--- src/inc/alert_pkg.sv ---
// Operation
// - an out-of-limit reading sets its channel's status flag to one
// - flags are sticky; clear only when condition gone and register read
// - unmasked source holds alert low until its condition is gone and its status register is read
// - a mask bit only blocks alert; the status flag still sets
// - no global alert disable; only mask bits suppress it, per source or first mask bit 7 for all second-status flags
// - monitoring starts when host writes one to bit 0 at 0x40
// - first mask bit 7 blocks alert for every second-status flag
// - first mask bits 6..0 block remote temperature channels 7..1
// - second mask bits 7..4 block fan 4..1 speed faults
// - second mask bit 3 blocks the below fan-on threshold condition
// - second mask bits 2..0 block remote temperature channels 10..8
// - fan drive supports pwm above 20 kHz and at about 1.4 kHz
// - first status bit 7 reads one when any second-status flag is set
// - high limit flags value above it; low limit flags value at or below
package alert_pkg;

  // register offsets
  localparam logic [7:0] REG_PWM_DUTY_BASE = 8'h32;
  localparam logic [7:0] REG_PWM_DUTY_LAST = 8'h35;
  localparam logic [7:0] REG_CONFIG1       = 8'h40;
  localparam logic [7:0] REG_STATUS1       = 8'h41;
  localparam logic [7:0] REG_STATUS2       = 8'h42;
  localparam logic [7:0] REG_LIMIT_BASE    = 8'h44;
  localparam logic [7:0] REG_LIMIT_LAST    = 8'h57;
  localparam logic [7:0] REG_PWM_CFG       = 8'h68;
  localparam logic [7:0] REG_MASK1         = 8'h72;
  localparam logic [7:0] REG_MASK2         = 8'h73;

  // field positions
  localparam int CFG_START_BIT         = 0;
  localparam int MASK1_STATUS2_BIT     = 7;
  localparam int PWM_CFG_LOW_FREQ_BIT  = 0;

  // reset values
  localparam logic [7:0] CONFIG1_RESET     = 8'h00;
  localparam logic [7:0] MASK_RESET        = 8'h00;
  localparam logic [7:0] PWM_CFG_RESET     = 8'h00;
  localparam logic [7:0] PWM_DUTY_RESET    = 8'h80;
  localparam logic [7:0] LIMIT_HIGH_RESET  = 8'h7F;
  localparam logic [7:0] LIMIT_LOW_RESET   = 8'h80;
  localparam logic [15:0] LIMIT_RESET_WORD = {LIMIT_HIGH_RESET,
                                              LIMIT_LOW_RESET};

  // serial bus address of this device, value is arbitrary
  localparam logic [6:0] DEVICE_ADDR = 7'h2C;

  // channel counts
  localparam int NUM_TEMPS = 10;
  localparam int NUM_FANS  = 4;

  // timing
  localparam int CLK_HZ          = 10_000_000;
  localparam int PWM_STEPS       = 256;
  localparam int PWM_HIGH_MIN_HZ = 20_000;
  localparam int PWM_LOW_HZ      = 1_400;
  localparam logic [7:0] PWM_LOW_DIV =
    8'(CLK_HZ / (PWM_LOW_HZ * PWM_STEPS));

  // serial bus slave states
  typedef enum logic [2:0] {
    BUS_IDLE,
    BUS_ADDR,
    BUS_ADDR_ACK,
    BUS_WR_BYTE,
    BUS_WR_ACK,
    BUS_RD_BYTE,
    BUS_RD_ACK,
    BUS_RD_NEXT
  } bus_state_t;

  // register offset window test, used for every ranged block
  function automatic logic in_range(input logic [7:0] a,
                                    input logic [7:0] lo,
                                    input logic [7:0] hi);
    return (a >= lo) && (a <= hi);
  endfunction

  // signed reading against its window
  function automatic logic limit_fail(input logic [7:0] value,
                                      input logic [7:0] high,
                                      input logic [7:0] low);
    return ($signed(value) > $signed(high)) ||
           ($signed(value) <= $signed(low));
  endfunction

endpackage

--- src/design/limit_mem.sv ---
`timescale 1ns/1ns
`default_nettype none
module limit_mem (
  // clock and reset
  input  wire logic        clk_sys,
  input  wire logic        rst_n,
  // byte write port
  input  wire logic        wr_en,
  input  wire logic [3:0]  wr_addr,
  input  wire logic [1:0]  wr_byte_en,
  input  wire logic [7:0]  wr_data,
  // comparison read port
  input  wire logic [3:0]  rd_a_addr,
  output logic      [15:0] rd_a_data,
  // host read port
  input  wire logic [3:0]  rd_b_addr,
  output logic      [15:0] rd_b_data
);
  import alert_pkg::*;

  typedef struct packed {
    logic [NUM_TEMPS-1:0][15:0] word;
    logic [15:0]                rd_a;
    logic [15:0]                rd_b;
  } mem_state_t;

  localparam mem_state_t MEM_RESET = '{word: {NUM_TEMPS{LIMIT_RESET_WORD}},
                                       rd_a: 16'h0000,
                                       rd_b: 16'h0000};

  mem_state_t st;
  mem_state_t next_st;

  // byte-lane writes; out-of-range addresses read as zero
  always_comb begin
    next_st = st;
    if (wr_en && (wr_addr < 4'(NUM_TEMPS))) begin
      if (wr_byte_en[0]) begin
        next_st.word[wr_addr][7:0] = wr_data;
      end
      if (wr_byte_en[1]) begin
        next_st.word[wr_addr][15:8] = wr_data;
      end
    end
    next_st.rd_a = (rd_a_addr < 4'(NUM_TEMPS)) ? st.word[rd_a_addr] : 16'h0000;
    next_st.rd_b = (rd_b_addr < 4'(NUM_TEMPS)) ? st.word[rd_b_addr] : 16'h0000;
  end

  always_ff @(posedge clk_sys or negedge rst_n) begin
    if (!rst_n) begin
      st <= MEM_RESET;
    end else begin
      st <= next_st;
    end
  end

  assign rd_a_data = st.rd_a;
  assign rd_b_data = st.rd_b;

endmodule // limit_mem
`default_nettype wire

--- src/design/alert_hub.sv ---
`timescale 1ns/1ns
`default_nettype none
module alert_hub (
  // clock and reset
  input  wire logic                          clk_sys,
  input  wire logic                          rst_n,
  // serial register bus, open drain data
  input  wire logic                          scl_in,
  input  wire logic                          sda_in,
  output logic                               sda_out,
  output logic                               sda_oe_n,
  // temperature readings from the decoder, one channel at a time
  input  wire logic                          temp_valid,
  input  wire logic [3:0]                    temp_chan,
  input  wire logic [7:0]                    temp_value,
  // fan and threshold conditions from the tach logic
  input  wire logic [alert_pkg::NUM_FANS-1:0] fan_out_of_limit,
  input  wire logic                          below_fan_on_threshold,
  // alert and fan drive
  output logic                               alert_n,
  output logic [alert_pkg::NUM_FANS-1:0]     pwm_out
);
  import alert_pkg::*;

  typedef struct packed {
    logic [2:0]                 scl_sync;
    logic [2:0]                 sda_sync;
    bus_state_t                 fsm;
    logic [3:0]                 bit_cnt;
    logic [7:0]                 shift;
    logic [7:0]                 tx;
    logic [7:0]                 ptr;
    logic                       rw;
    logic                       first;
    logic                       sda_oe_n;
    logic [7:0]                 config1;
    logic [7:0]                 mask1;
    logic [7:0]                 mask2;
    logic [7:0]                 pwm_cfg;
    logic [NUM_FANS-1:0][7:0]   duty;
    logic [6:0]                 status1;
    logic [7:0]                 status2;
    logic [NUM_TEMPS-1:0]       temp_oor;
    logic                       cmp_pend;
    logic [3:0]                 cmp_chan;
    logic [7:0]                 cmp_val;
    logic [7:0]                 pwm_cnt;
    logic [7:0]                 pwm_div;
    logic [NUM_FANS-1:0]        pwm;
    logic                       alert_n;
  } hub_state_t;

  localparam hub_state_t ST_RESET = '{scl_sync: 3'h7,
                                      sda_sync: 3'h7,
                                      fsm:      BUS_IDLE,
                                      sda_oe_n: 1'h1,
                                      config1:  CONFIG1_RESET,
                                      mask1:    MASK_RESET,
                                      mask2:    MASK_RESET,
                                      pwm_cfg:  PWM_CFG_RESET,
                                      duty:     {NUM_FANS{PWM_DUTY_RESET}},
                                      alert_n:  1'h1,
                                      default:  '0};

  hub_state_t  st;
  hub_state_t  next_st;

  logic        scl;
  logic        scl_prev;
  logic        sda;
  logic        sda_prev;
  logic        bus_start;
  logic        bus_stop;
  logic        scl_rise;
  logic        scl_fall;
  logic        load_tx;
  logic        write_reg;
  logic        rd_status1;
  logic        rd_status2;
  logic        monitoring;
  logic [7:0]  rd_val;
  logic [7:0]  lim_idx;
  logic [7:0]  pwm_idx;
  logic [6:0]  cond1;
  logic [7:0]  cond2;
  logic [6:0]  pend1;
  logic [7:0]  pend2;
  logic        mem_wr;
  logic [15:0] lim_cmp;
  logic [15:0] lim_host;

  // limit pairs: low byte at even offsets, high byte at odd offsets
  limit_mem u_limits (
    .clk_sys    (clk_sys),
    .rst_n      (rst_n),
    .wr_en      (mem_wr),
    .wr_addr    (lim_idx[4:1]),
    .wr_byte_en ({lim_idx[0], ~lim_idx[0]}),
    .wr_data    (st.shift),
    .rd_a_addr  (temp_chan),
    .rd_a_data  (lim_cmp),
    .rd_b_addr  (lim_idx[4:1]),
    .rd_b_data  (lim_host)
  );

  // bus edges look only at the second sync stage and its delayed copy
  always_comb begin
    scl       = st.scl_sync[1];
    scl_prev  = st.scl_sync[2];
    sda       = st.sda_sync[1];
    sda_prev  = st.sda_sync[2];
    bus_start = scl && sda_prev && !sda;
    bus_stop  = scl && !sda_prev && sda;
    scl_rise  = scl && !scl_prev;
    scl_fall  = !scl && scl_prev;
    lim_idx   = st.ptr - REG_LIMIT_BASE;
    pwm_idx   = st.ptr - REG_PWM_DUTY_BASE;
  end

  // host read mux; unmapped offsets read as zero
  always_comb begin
    if (st.ptr == REG_CONFIG1) begin
      rd_val = st.config1;
    end else if (st.ptr == REG_STATUS1) begin
      rd_val = {|st.status2, st.status1};
    end else if (st.ptr == REG_STATUS2) begin
      rd_val = st.status2;
    end else if (st.ptr == REG_MASK1) begin
      rd_val = st.mask1;
    end else if (st.ptr == REG_MASK2) begin
      rd_val = st.mask2;
    end else if (st.ptr == REG_PWM_CFG) begin
      rd_val = st.pwm_cfg;
    end else if (in_range(st.ptr, REG_LIMIT_BASE, REG_LIMIT_LAST)) begin
      rd_val = lim_idx[0] ? lim_host[15:8] : lim_host[7:0];
    end else if (in_range(st.ptr, REG_PWM_DUTY_BASE, REG_PWM_DUTY_LAST)) begin
      rd_val = st.duty[pwm_idx[1:0]];
    end else begin
      rd_val = 8'h00;
    end
  end

  // next state of the whole block
  always_comb begin
    next_st    = st;
    load_tx    = 1'h0;
    write_reg  = 1'h0;
    rd_status1 = 1'h0;
    rd_status2 = 1'h0;
    mem_wr     = 1'h0;
    next_st.scl_sync = {st.scl_sync[1:0], scl_in};
    next_st.sda_sync = {st.sda_sync[1:0], sda_in};

    // serial slave; start and stop win over any state
    if (bus_start) begin
      next_st.fsm      = BUS_ADDR;
      next_st.bit_cnt  = 4'h0;
      next_st.sda_oe_n = 1'h1;
    end else if (bus_stop) begin
      next_st.fsm      = BUS_IDLE;
      next_st.sda_oe_n = 1'h1;
    end else begin
      case (st.fsm)
        BUS_ADDR, BUS_WR_BYTE: begin
          if (scl_rise) begin
            next_st.shift   = {st.shift[6:0], sda};
            next_st.bit_cnt = st.bit_cnt + 4'h1;
          end else if (scl_fall && (st.bit_cnt == 4'h8)) begin
            if (st.fsm == BUS_WR_BYTE) begin
              next_st.sda_oe_n = 1'h0;
              next_st.fsm      = BUS_WR_ACK;
              next_st.first    = 1'h0;
              if (st.first) begin
                next_st.ptr = st.shift;
              end else begin
                write_reg = 1'h1;
              end
            end else if (st.shift[7:1] == DEVICE_ADDR) begin
              next_st.sda_oe_n = 1'h0;
              next_st.rw       = st.shift[0];
              next_st.fsm      = BUS_ADDR_ACK;
            end else begin
              next_st.fsm = BUS_IDLE; // another device is addressed
            end
          end
        end
        BUS_ADDR_ACK: begin
          if (scl_fall) begin
            next_st.sda_oe_n = 1'h1;
            next_st.bit_cnt  = 4'h0;
            if (st.rw) begin
              load_tx = 1'h1;
            end else begin
              next_st.fsm   = BUS_WR_BYTE;
              next_st.first = 1'h1;
            end
          end
        end
        BUS_WR_ACK: begin
          if (scl_fall) begin
            next_st.sda_oe_n = 1'h1;
            next_st.bit_cnt  = 4'h0;
            next_st.fsm      = BUS_WR_BYTE;
          end
        end
        BUS_RD_BYTE: begin
          if (scl_fall) begin
            if (st.bit_cnt == 4'h8) begin
              next_st.sda_oe_n = 1'h1;
              next_st.fsm      = BUS_RD_ACK;
              next_st.ptr      = st.ptr + 8'h01;
            end else begin
              next_st.sda_oe_n = st.tx[6];
              next_st.tx       = {st.tx[6:0], 1'h0};
              next_st.bit_cnt  = st.bit_cnt + 4'h1;
            end
          end
        end
        BUS_RD_ACK: begin
          if (scl_rise) begin
            next_st.fsm = sda ? BUS_IDLE : BUS_RD_NEXT; // nack ends read
          end
        end
        BUS_RD_NEXT: begin
          if (scl_fall) begin
            load_tx = 1'h1;
          end
        end
        default: begin
          next_st.sda_oe_n = 1'h1;
        end
      endcase
    end

    // first data bit goes out with the byte; this is the read event
    if (load_tx) begin
      next_st.tx       = rd_val;
      next_st.sda_oe_n = rd_val[7];
      next_st.bit_cnt  = 4'h1;
      next_st.fsm      = BUS_RD_BYTE;
      rd_status1       = (st.ptr == REG_STATUS1);
      rd_status2       = (st.ptr == REG_STATUS2);
    end

    // register writes; status registers ignore writes
    if (write_reg) begin
      next_st.ptr = st.ptr + 8'h01;
      if (st.ptr == REG_CONFIG1) begin
        next_st.config1 = st.shift;
      end else if (st.ptr == REG_MASK1) begin
        next_st.mask1 = st.shift;
      end else if (st.ptr == REG_MASK2) begin
        next_st.mask2 = st.shift;
      end else if (st.ptr == REG_PWM_CFG) begin
        next_st.pwm_cfg = st.shift;
      end else if (in_range(st.ptr, REG_LIMIT_BASE, REG_LIMIT_LAST)) begin
        mem_wr = 1'h1;
      end else if (in_range(st.ptr, REG_PWM_DUTY_BASE,
                            REG_PWM_DUTY_LAST)) begin
        next_st.duty[pwm_idx[1:0]] = st.shift;
      end
    end

    // limit check one cycle after the reading, once the limits are out
    monitoring       = st.config1[CFG_START_BIT];
    next_st.cmp_pend = temp_valid;
    next_st.cmp_chan = temp_chan;
    next_st.cmp_val  = temp_value;
    if (!monitoring) begin
      next_st.temp_oor = '0;
    end else if (st.cmp_pend && (st.cmp_chan < 4'(NUM_TEMPS))) begin
      next_st.temp_oor[st.cmp_chan] =
        limit_fail(st.cmp_val, lim_cmp[15:8], lim_cmp[7:0]);
    end

    // sticky flags: a live condition beats the read that would clear it
    cond1 = st.temp_oor[6:0] & {7{monitoring}};
    cond2 = {fan_out_of_limit, below_fan_on_threshold, st.temp_oor[9:7]} &
            {8{monitoring}};
    next_st.status1 = cond1 | (st.status1 & ~{7{rd_status1}});
    next_st.status2 = cond2 | (st.status2 & ~{8{rd_status2}});

    // masks gate only the alert, never the flags
    pend1 = st.status1 & ~st.mask1[6:0];
    pend2 = st.status2 & ~st.mask2 &
            {8{~st.mask1[MASK1_STATUS2_BIT]}};
    next_st.alert_n = !((|pend1) || (|pend2));

    // fan pwm: full rate gives 39 kHz, divided rate about 1.4 kHz
    if (!st.pwm_cfg[PWM_CFG_LOW_FREQ_BIT] ||
        (st.pwm_div == PWM_LOW_DIV - 8'h01)) begin
      next_st.pwm_div = 8'h00;
      next_st.pwm_cnt = st.pwm_cnt + 8'h01;
    end else begin
      next_st.pwm_div = st.pwm_div + 8'h01;
    end
    for (int i = 0; i < NUM_FANS; i++) begin
      next_st.pwm[i] = st.pwm_cnt < st.duty[i];
    end
  end

  always_ff @(posedge clk_sys or negedge rst_n) begin
    if (!rst_n) begin
      st <= ST_RESET;
    end else begin
      st <= next_st;
    end
  end

  // open drain: the data level is always low, the enable decides
  assign sda_out  = 1'h0;
  assign sda_oe_n = st.sda_oe_n;
  assign alert_n  = st.alert_n;
  assign pwm_out  = st.pwm;

endmodule // alert_hub
`default_nettype wire

--- config.mk ---
export PLATFORM = sky130hd
export DESIGN_NAME = alert_hub
export DESIGN_NICKNAME = d
export VERILOG_FILES = /design/src/inc/alert_pkg.sv /design/src/design/limit_mem.sv /design/src/design/alert_hub.sv
export SDC_FILE = /design/constraint.sdc
export NUM_CORES = 1
export LEC_CHECK = 0
export BUFFER_PORTS_ARGS = -buffer_cell sky130_fd_sc_hd__buf_2
export CORE_ASPECT_RATIO = 0.75
export CORE_MARGIN = 4
export CORE_UTILIZATION = 55
export CTS_BUF_LIST = sky130_fd_sc_hd__clkbuf_2
export CTS_CLUSTER_DIAMETER = 80
export CTS_CLUSTER_SIZE = 40
export DETAILED_ROUTE_END_ITERATION = 10
export GPL_TIMING_DRIVEN = 0
export HOLD_SLACK_MARGIN = 0.1
export PLACE_DENSITY = 0.71
export SKIP_LAST_GASP = 1
export SYNTH_ARGS = -nofsm -noshare
export SYNTH_HDL_FRONTEND = slang
export SYNTH_HIERARCHICAL = 1
export SYNTH_SLANG_ARGS = --single-unit
--- constraint.sdc ---
create_clock -name clk_sys -period 5.9 [get_ports clk_sys]
set_clock_uncertainty 0.05 [all_clocks]
set_input_delay 1.18 -clock clk_sys [delete_from_list [all_inputs] [get_ports clk_sys]]
set_output_delay 1.18 -clock clk_sys [all_outputs]
set_load 0.005 [all_outputs]
==> After elaboration in Yosys (flattened, before gate mapping) <==
Cells that the tools add are included.
{ "totals": {"register_bits": 354, "in_bits": 22, "word_cells": 289} }
{ "classes": {"add_sub_neg": 6, "order_cmp": 20, "eq_ne": 49, "n_mux": 104, "bitwise_logic": 23, "reduce_logical": 47} }
{ "op_table": {"columns": ["cell", "n"], "rows": [
  ["$mux 160", 3],
  ["$bwmux 160", 2],
  ["$mux 8", 20],
  ["$bmux 16 s4", 2],
  ["$demux 16 s4", 2],
  ["$mux 16", 6],
  ["$eq 8x7->1 const B", 6],
  ["$mux 7", 6],
  ["$ne 5x5->1 const B", 8],
  ["$mux 1", 34],
  ["$and 8x8->8", 4],
  ["$bwmux 32", 1],
  ["$lt 8x8->1", 4],
  ["$mux 30", 1],
  ["$reduce_and 7->1", 4],
  ["$add 8x1->8 const B", 3],
  ["$mux 3", 8],
  ["$mux 11", 2],
  ["$and 7x7->7", 3],
  ["$mux 10", 2],
  ["$ne 4x4->1 const B", 5],
  ["$ne 3x3->1 const B", 6],
  ["$reduce_and 9->1", 2],
  ["$mux 17", 1],
  ["other kinds (57)", 114]
]} }

==> Depth between registers and ports, before layout <==
{ "logic_depth": {"word_depth": 13, "ltp_mapped": 12} }

==> By module <==
Netlist, hierarchy kept.
{ "by_module_without_submodules": {"columns": ["module", "n_inst", "cells_each", "area_each_um2", "seq_area_each_um2"], "rows": [
  ["limit_mem", 1, 749, 9892.0, 4904.7],
  ["alert_hub", 1, 857, 9292.7, 4068.9]
]} }

==> Worst setup path after synthesis <==
No wires, ideal clock.
{ "synth_timing": {"kind": "register to register", "from": "register st[126] (netlist name)", "to": "register u_limits/st[48] (netlist name)", "setup_time_ns": 0.125, "arrival_ns": 3.468, "setup_slack_ns": 2.258, "path_stages_with_launch": 13, "n_path_buf": 3, "period_less_slack_ns": 3.642, "path_cell_list": "dfrtp_1 -> buf_2 -> buf_1 -> inv_1 -> ha_1 -> nor2b_1 -> and4_1 -> buf_2 -> nor3_1 -> and3b_1 -> nand2_2 -> nor3_4 -> mux2_2"} }
{ "synth_rtl": {"columns": ["element", "line", "rtl"], "rows": [
  ["end signal: assignment", "limit_mem.sv:53", "st <= next_st;"],
  ["end: declaration", "limit_mem.sv:31", "mem_state_t st;"]
]} }

==> summary.md <==
| Metric | Value |
|---|---|
| CTS max path bufs | `3` |
| Full die area | `38000 µm²` |
| Switching Fraction | `0.294` |
| Crit path capture type | `flop` |
| Sequential-to-total area share from yosys stat | `0.468` |
| Grt ovf | `0` |
| Placed Cells | `2086` |
| Resized cells post-CTS | `0` |
| Maxcap violations | `0` |
| Slew @ Worst Pin | `1.05 ns` |
| Vias after detailed routing | `13700` |
| Period utilization | `0.911` |
| Layout Cells excl Fill | `2132` |
| Sink Count | `354` |
| HPWL after DPL | `38.1 mm` |
| Hold-fix buffers at CTS | `16` |
| Net count, final | `1751` |
| DRC violations left | `0` |
| Post-synth EDFFs | `0` |
| Clk network pwr share | `0.257` |
| RSZ-0062 raised after global routing | `no` |
| Area contributors post-synth | `dfrtp_1, mux2_2, dfstp_2, mux2i_1, ha_1` |
| List of most frequent post-synthesis cells | `dfrtp_1, mux2_2, mux2i_1, dfstp_2, inv_1` |
| Slew headroom | `0.282` |
| Fin crit period | `5.37 ns` |
| Highest Clock Rate | `0.186 GHz` |
| Initial Util | `0.565` |
| Vias in the first global route | `13300` |
| CP Launch Type | `flop` |
| H-tree Lvls | `1` |
| CTS buffer count | `16` |
| # Post-CTS Setup Buffers | `0` |
| Num rows | `58` |
| Post-DRT Antenna Nets | `0` |
| P_int | `2.75 mW` |
| Lkg Pwr | `8.94 nW` |
| Data required time at the worst endpoint | `6.88 ns` |
| Post-synth top flop | `dfrtp_1` |
| Yosys reg bits | `354` |
| CTS Root Cell | `clkbuf_2` |
| Die Width | `224 µm` |
| Gr usage total | `0.277` |
| Count leader, synth | `dfrtp_1` |
| Cells after Synth | `1606` |
| Pre-Repair DR Iteration Count | `6` |
| Area leader, netlist | `dfrtp_1` |
| Global-route wire length before repair | `81.6 mm` |
| PwrDens | `191 nW/µm²` |
| Reg power frac | `0.644` |
| Area grow syn2layout | `6.33%` |
| Routability Congestion | `0.957` |
| Mapped Area | `19200 µm²` |
| Pin count of the biggest net entering global routing | `123` |
| Syn Area/Cell | `11.9 µm²` |
| Logic pwr share | `0.099` |
| DR vias/cell | `6.41` |
| Status | `completed` |
| Post-synth top area share | `0.342` |
| Antenna violations before repair | `3` |
| Warnings, synthesis | `6` |
| Worst Setup Path Type | `reg -> reg` |
| Routed wire length | `53.1 mm` |
| Setup TNS | `0 ns` |
| P_sw | `1.15 mW` |
| Hold Fails Final Rpt | `0` |
| Port bufs | `27` |
| Core box area | `34000 µm²` |
| Clk_lat worst skew | `1.18 ns` |
| Die Y | `170 µm` |
| Post-synthesis async set-or-reset flop share | `1.00` |
| I/O pin count | `29` |
| CTS tree | `yes` |
| Syn_nets | `1687` |
| Fraction of layout instances using a drive strength above 1 | `0.312` |
| Slew Limit Fails | `0` |
| Max VDD drop | `149 µV` |
| Worst-path fanout max | `10` |
| CTS clk-pin slew, worst paths | `0.67 ns` |
| Starting DRT DRC Count | `1616` |
| Hold crit path type | `in -> reg` |
| Critical path arrival | `6.35 ns` |
| Avg WL per Cell | `24.9 µm` |
| Netlist cell types | `84` |
| Final setup vio count | `0` |
==> critical path: stages, from the launching register on <==
cell,delay [ns]
dfrtp_1,0.62
buf_2,0.40
buf_1,0.78
inv_1,0.40
ha_1,0.40
nor2b_1,0.17
and4_1,0.19
buf_2,0.18
nor3_1,0.63
and3b_1,0.33
nand2_2,0.12
nor3_4,0.53
mux2_2,0.41
==> power groups by stage <==
stage                     Combinational [mW]  Clock, mW  Sequential (mW)
after floorplan                        0.193          0             2.52
after global placement                 0.358          0             2.53
after detailed placement               0.370          0             2.53
after CTS                              0.379       1.04             2.51
after global routing                   0.418       1.12             2.52
final                                  0.385       1.00             2.51
==> cells by family after synthesis <==
logic type,share of synthesized area
muxes,0.246
buffers and inverters,0.0516
and+or+nand+nor,0.0796
xor gates and xnor gates,0.00639
other,0.000195
AOI/OAI and AO/OA,0.110
adders and majority gates,0.0385
DFF,0.468
==> cells in the final DEF (no fill, tap or decap), types with 18 or more instances in the layout <==
cell      synthesis  layout
a21oi_1          28      28
o21ai_0          62      62
inv_1            75      75
clkbuf_1         42      42
mux2_2          241     241
o22ai_1          48      48
a22o_1           19      19
mux2i_1         132     132
a22oi_1          24      24
mux4_2           18      18
buf_4            51      51
nor2_1           42      42
ha_1             59      59
nand2_1          59      59
a221oi_1         21      21
buf_2            17      43
dfstp_2          92      92
dfrtp_1         262     262
nand2b_1         18      18
nand3_1          25      25
==> path summary, 6_finish.rpt <==
kind / startpoint / end / slack [ns] / depth (start not counted)
min reg2reg: next_st[161]$_DFF_PN1_ / next_st[162]$_DFF_PN1_ / 0.27 / 0
max reg2reg: st[126]$_DFFE_PN0P_ / u_limits/st[50]$_DFFE_PN0P_ / 0.53 / 12
min: fan_out_of_limit[1] / st[49]$_DFF_PN0_ / 0.16 / 2
max: st[126]$_DFFE_PN0P_ / u_limits/st[50]$_DFFE_PN0P_ / 0.53 / 12
max in group asynchronous: rst_n / u_limits/st[125]$_DFFE_PN1P_ / 3.97 / 4
min in group asynchronous: rst_n / st[151]$_DFFE_PN0P_ / 0.39 / 2
==> layout make-up <==
type / count / area (µm²)
Fill cell: 2767 / 13600
Antenna cell: 2 / 5.00
Sequential cell: 354 / 8970
Inverter: 76 / 285
Tap cell: 450 / 563
Clock inverter: 11 / 174
Timing Repair Buffer: 46 / 388
Clock buffer: 17 / 85.1
Buffer: 127 / 704
Multi-Input combinational cell: 1049 / 9220
==> metal layers <==
metal,vias up,part of all wire,GRT usage
met3,67,0.11,0.0849
li1,6001,-,-
met5,-,0,0
met1,6985,0.47,0.430
met2,622,0.41,0.387
met4,0,0.020,0.0541
==> metrics by stage <==
step | utilization | setup WS [ns] | total power, mW | cell area, µm² | hold slack (ns)
5_1_grt | 0.601 | 0.363 | 4.06 | 20400 | 0.102
6_report | 0.601 | 0.527 | 3.90 | 20400 | 0.156
4_1_cts | 0.601 | 0.593 | 3.93 | 20400 | 0.112
2_1_floorplan | - | 2.26 | 2.71 | 19200 | 0.295
3_3_place_gp | 0.585 | -3.16 | 2.89 | 19900 | 0.296
3_5_place_dp | 0.588 | 0.753 | 2.90 | 20000 | 0.297
==> flip-flops by register name, summed over array words and instances (netlist names) <==
register	count
u_limits/st	160
st	149
u_limits/rd_a_data	16
u_limits/rd_b_data	16
next_st	4
pwm_out	4
alert_n	1
monitoring	1
scl_prev	1
sda_oe_n	1
sda_prev	1
No activity file was read; power rests on OpenSTA's default activity.
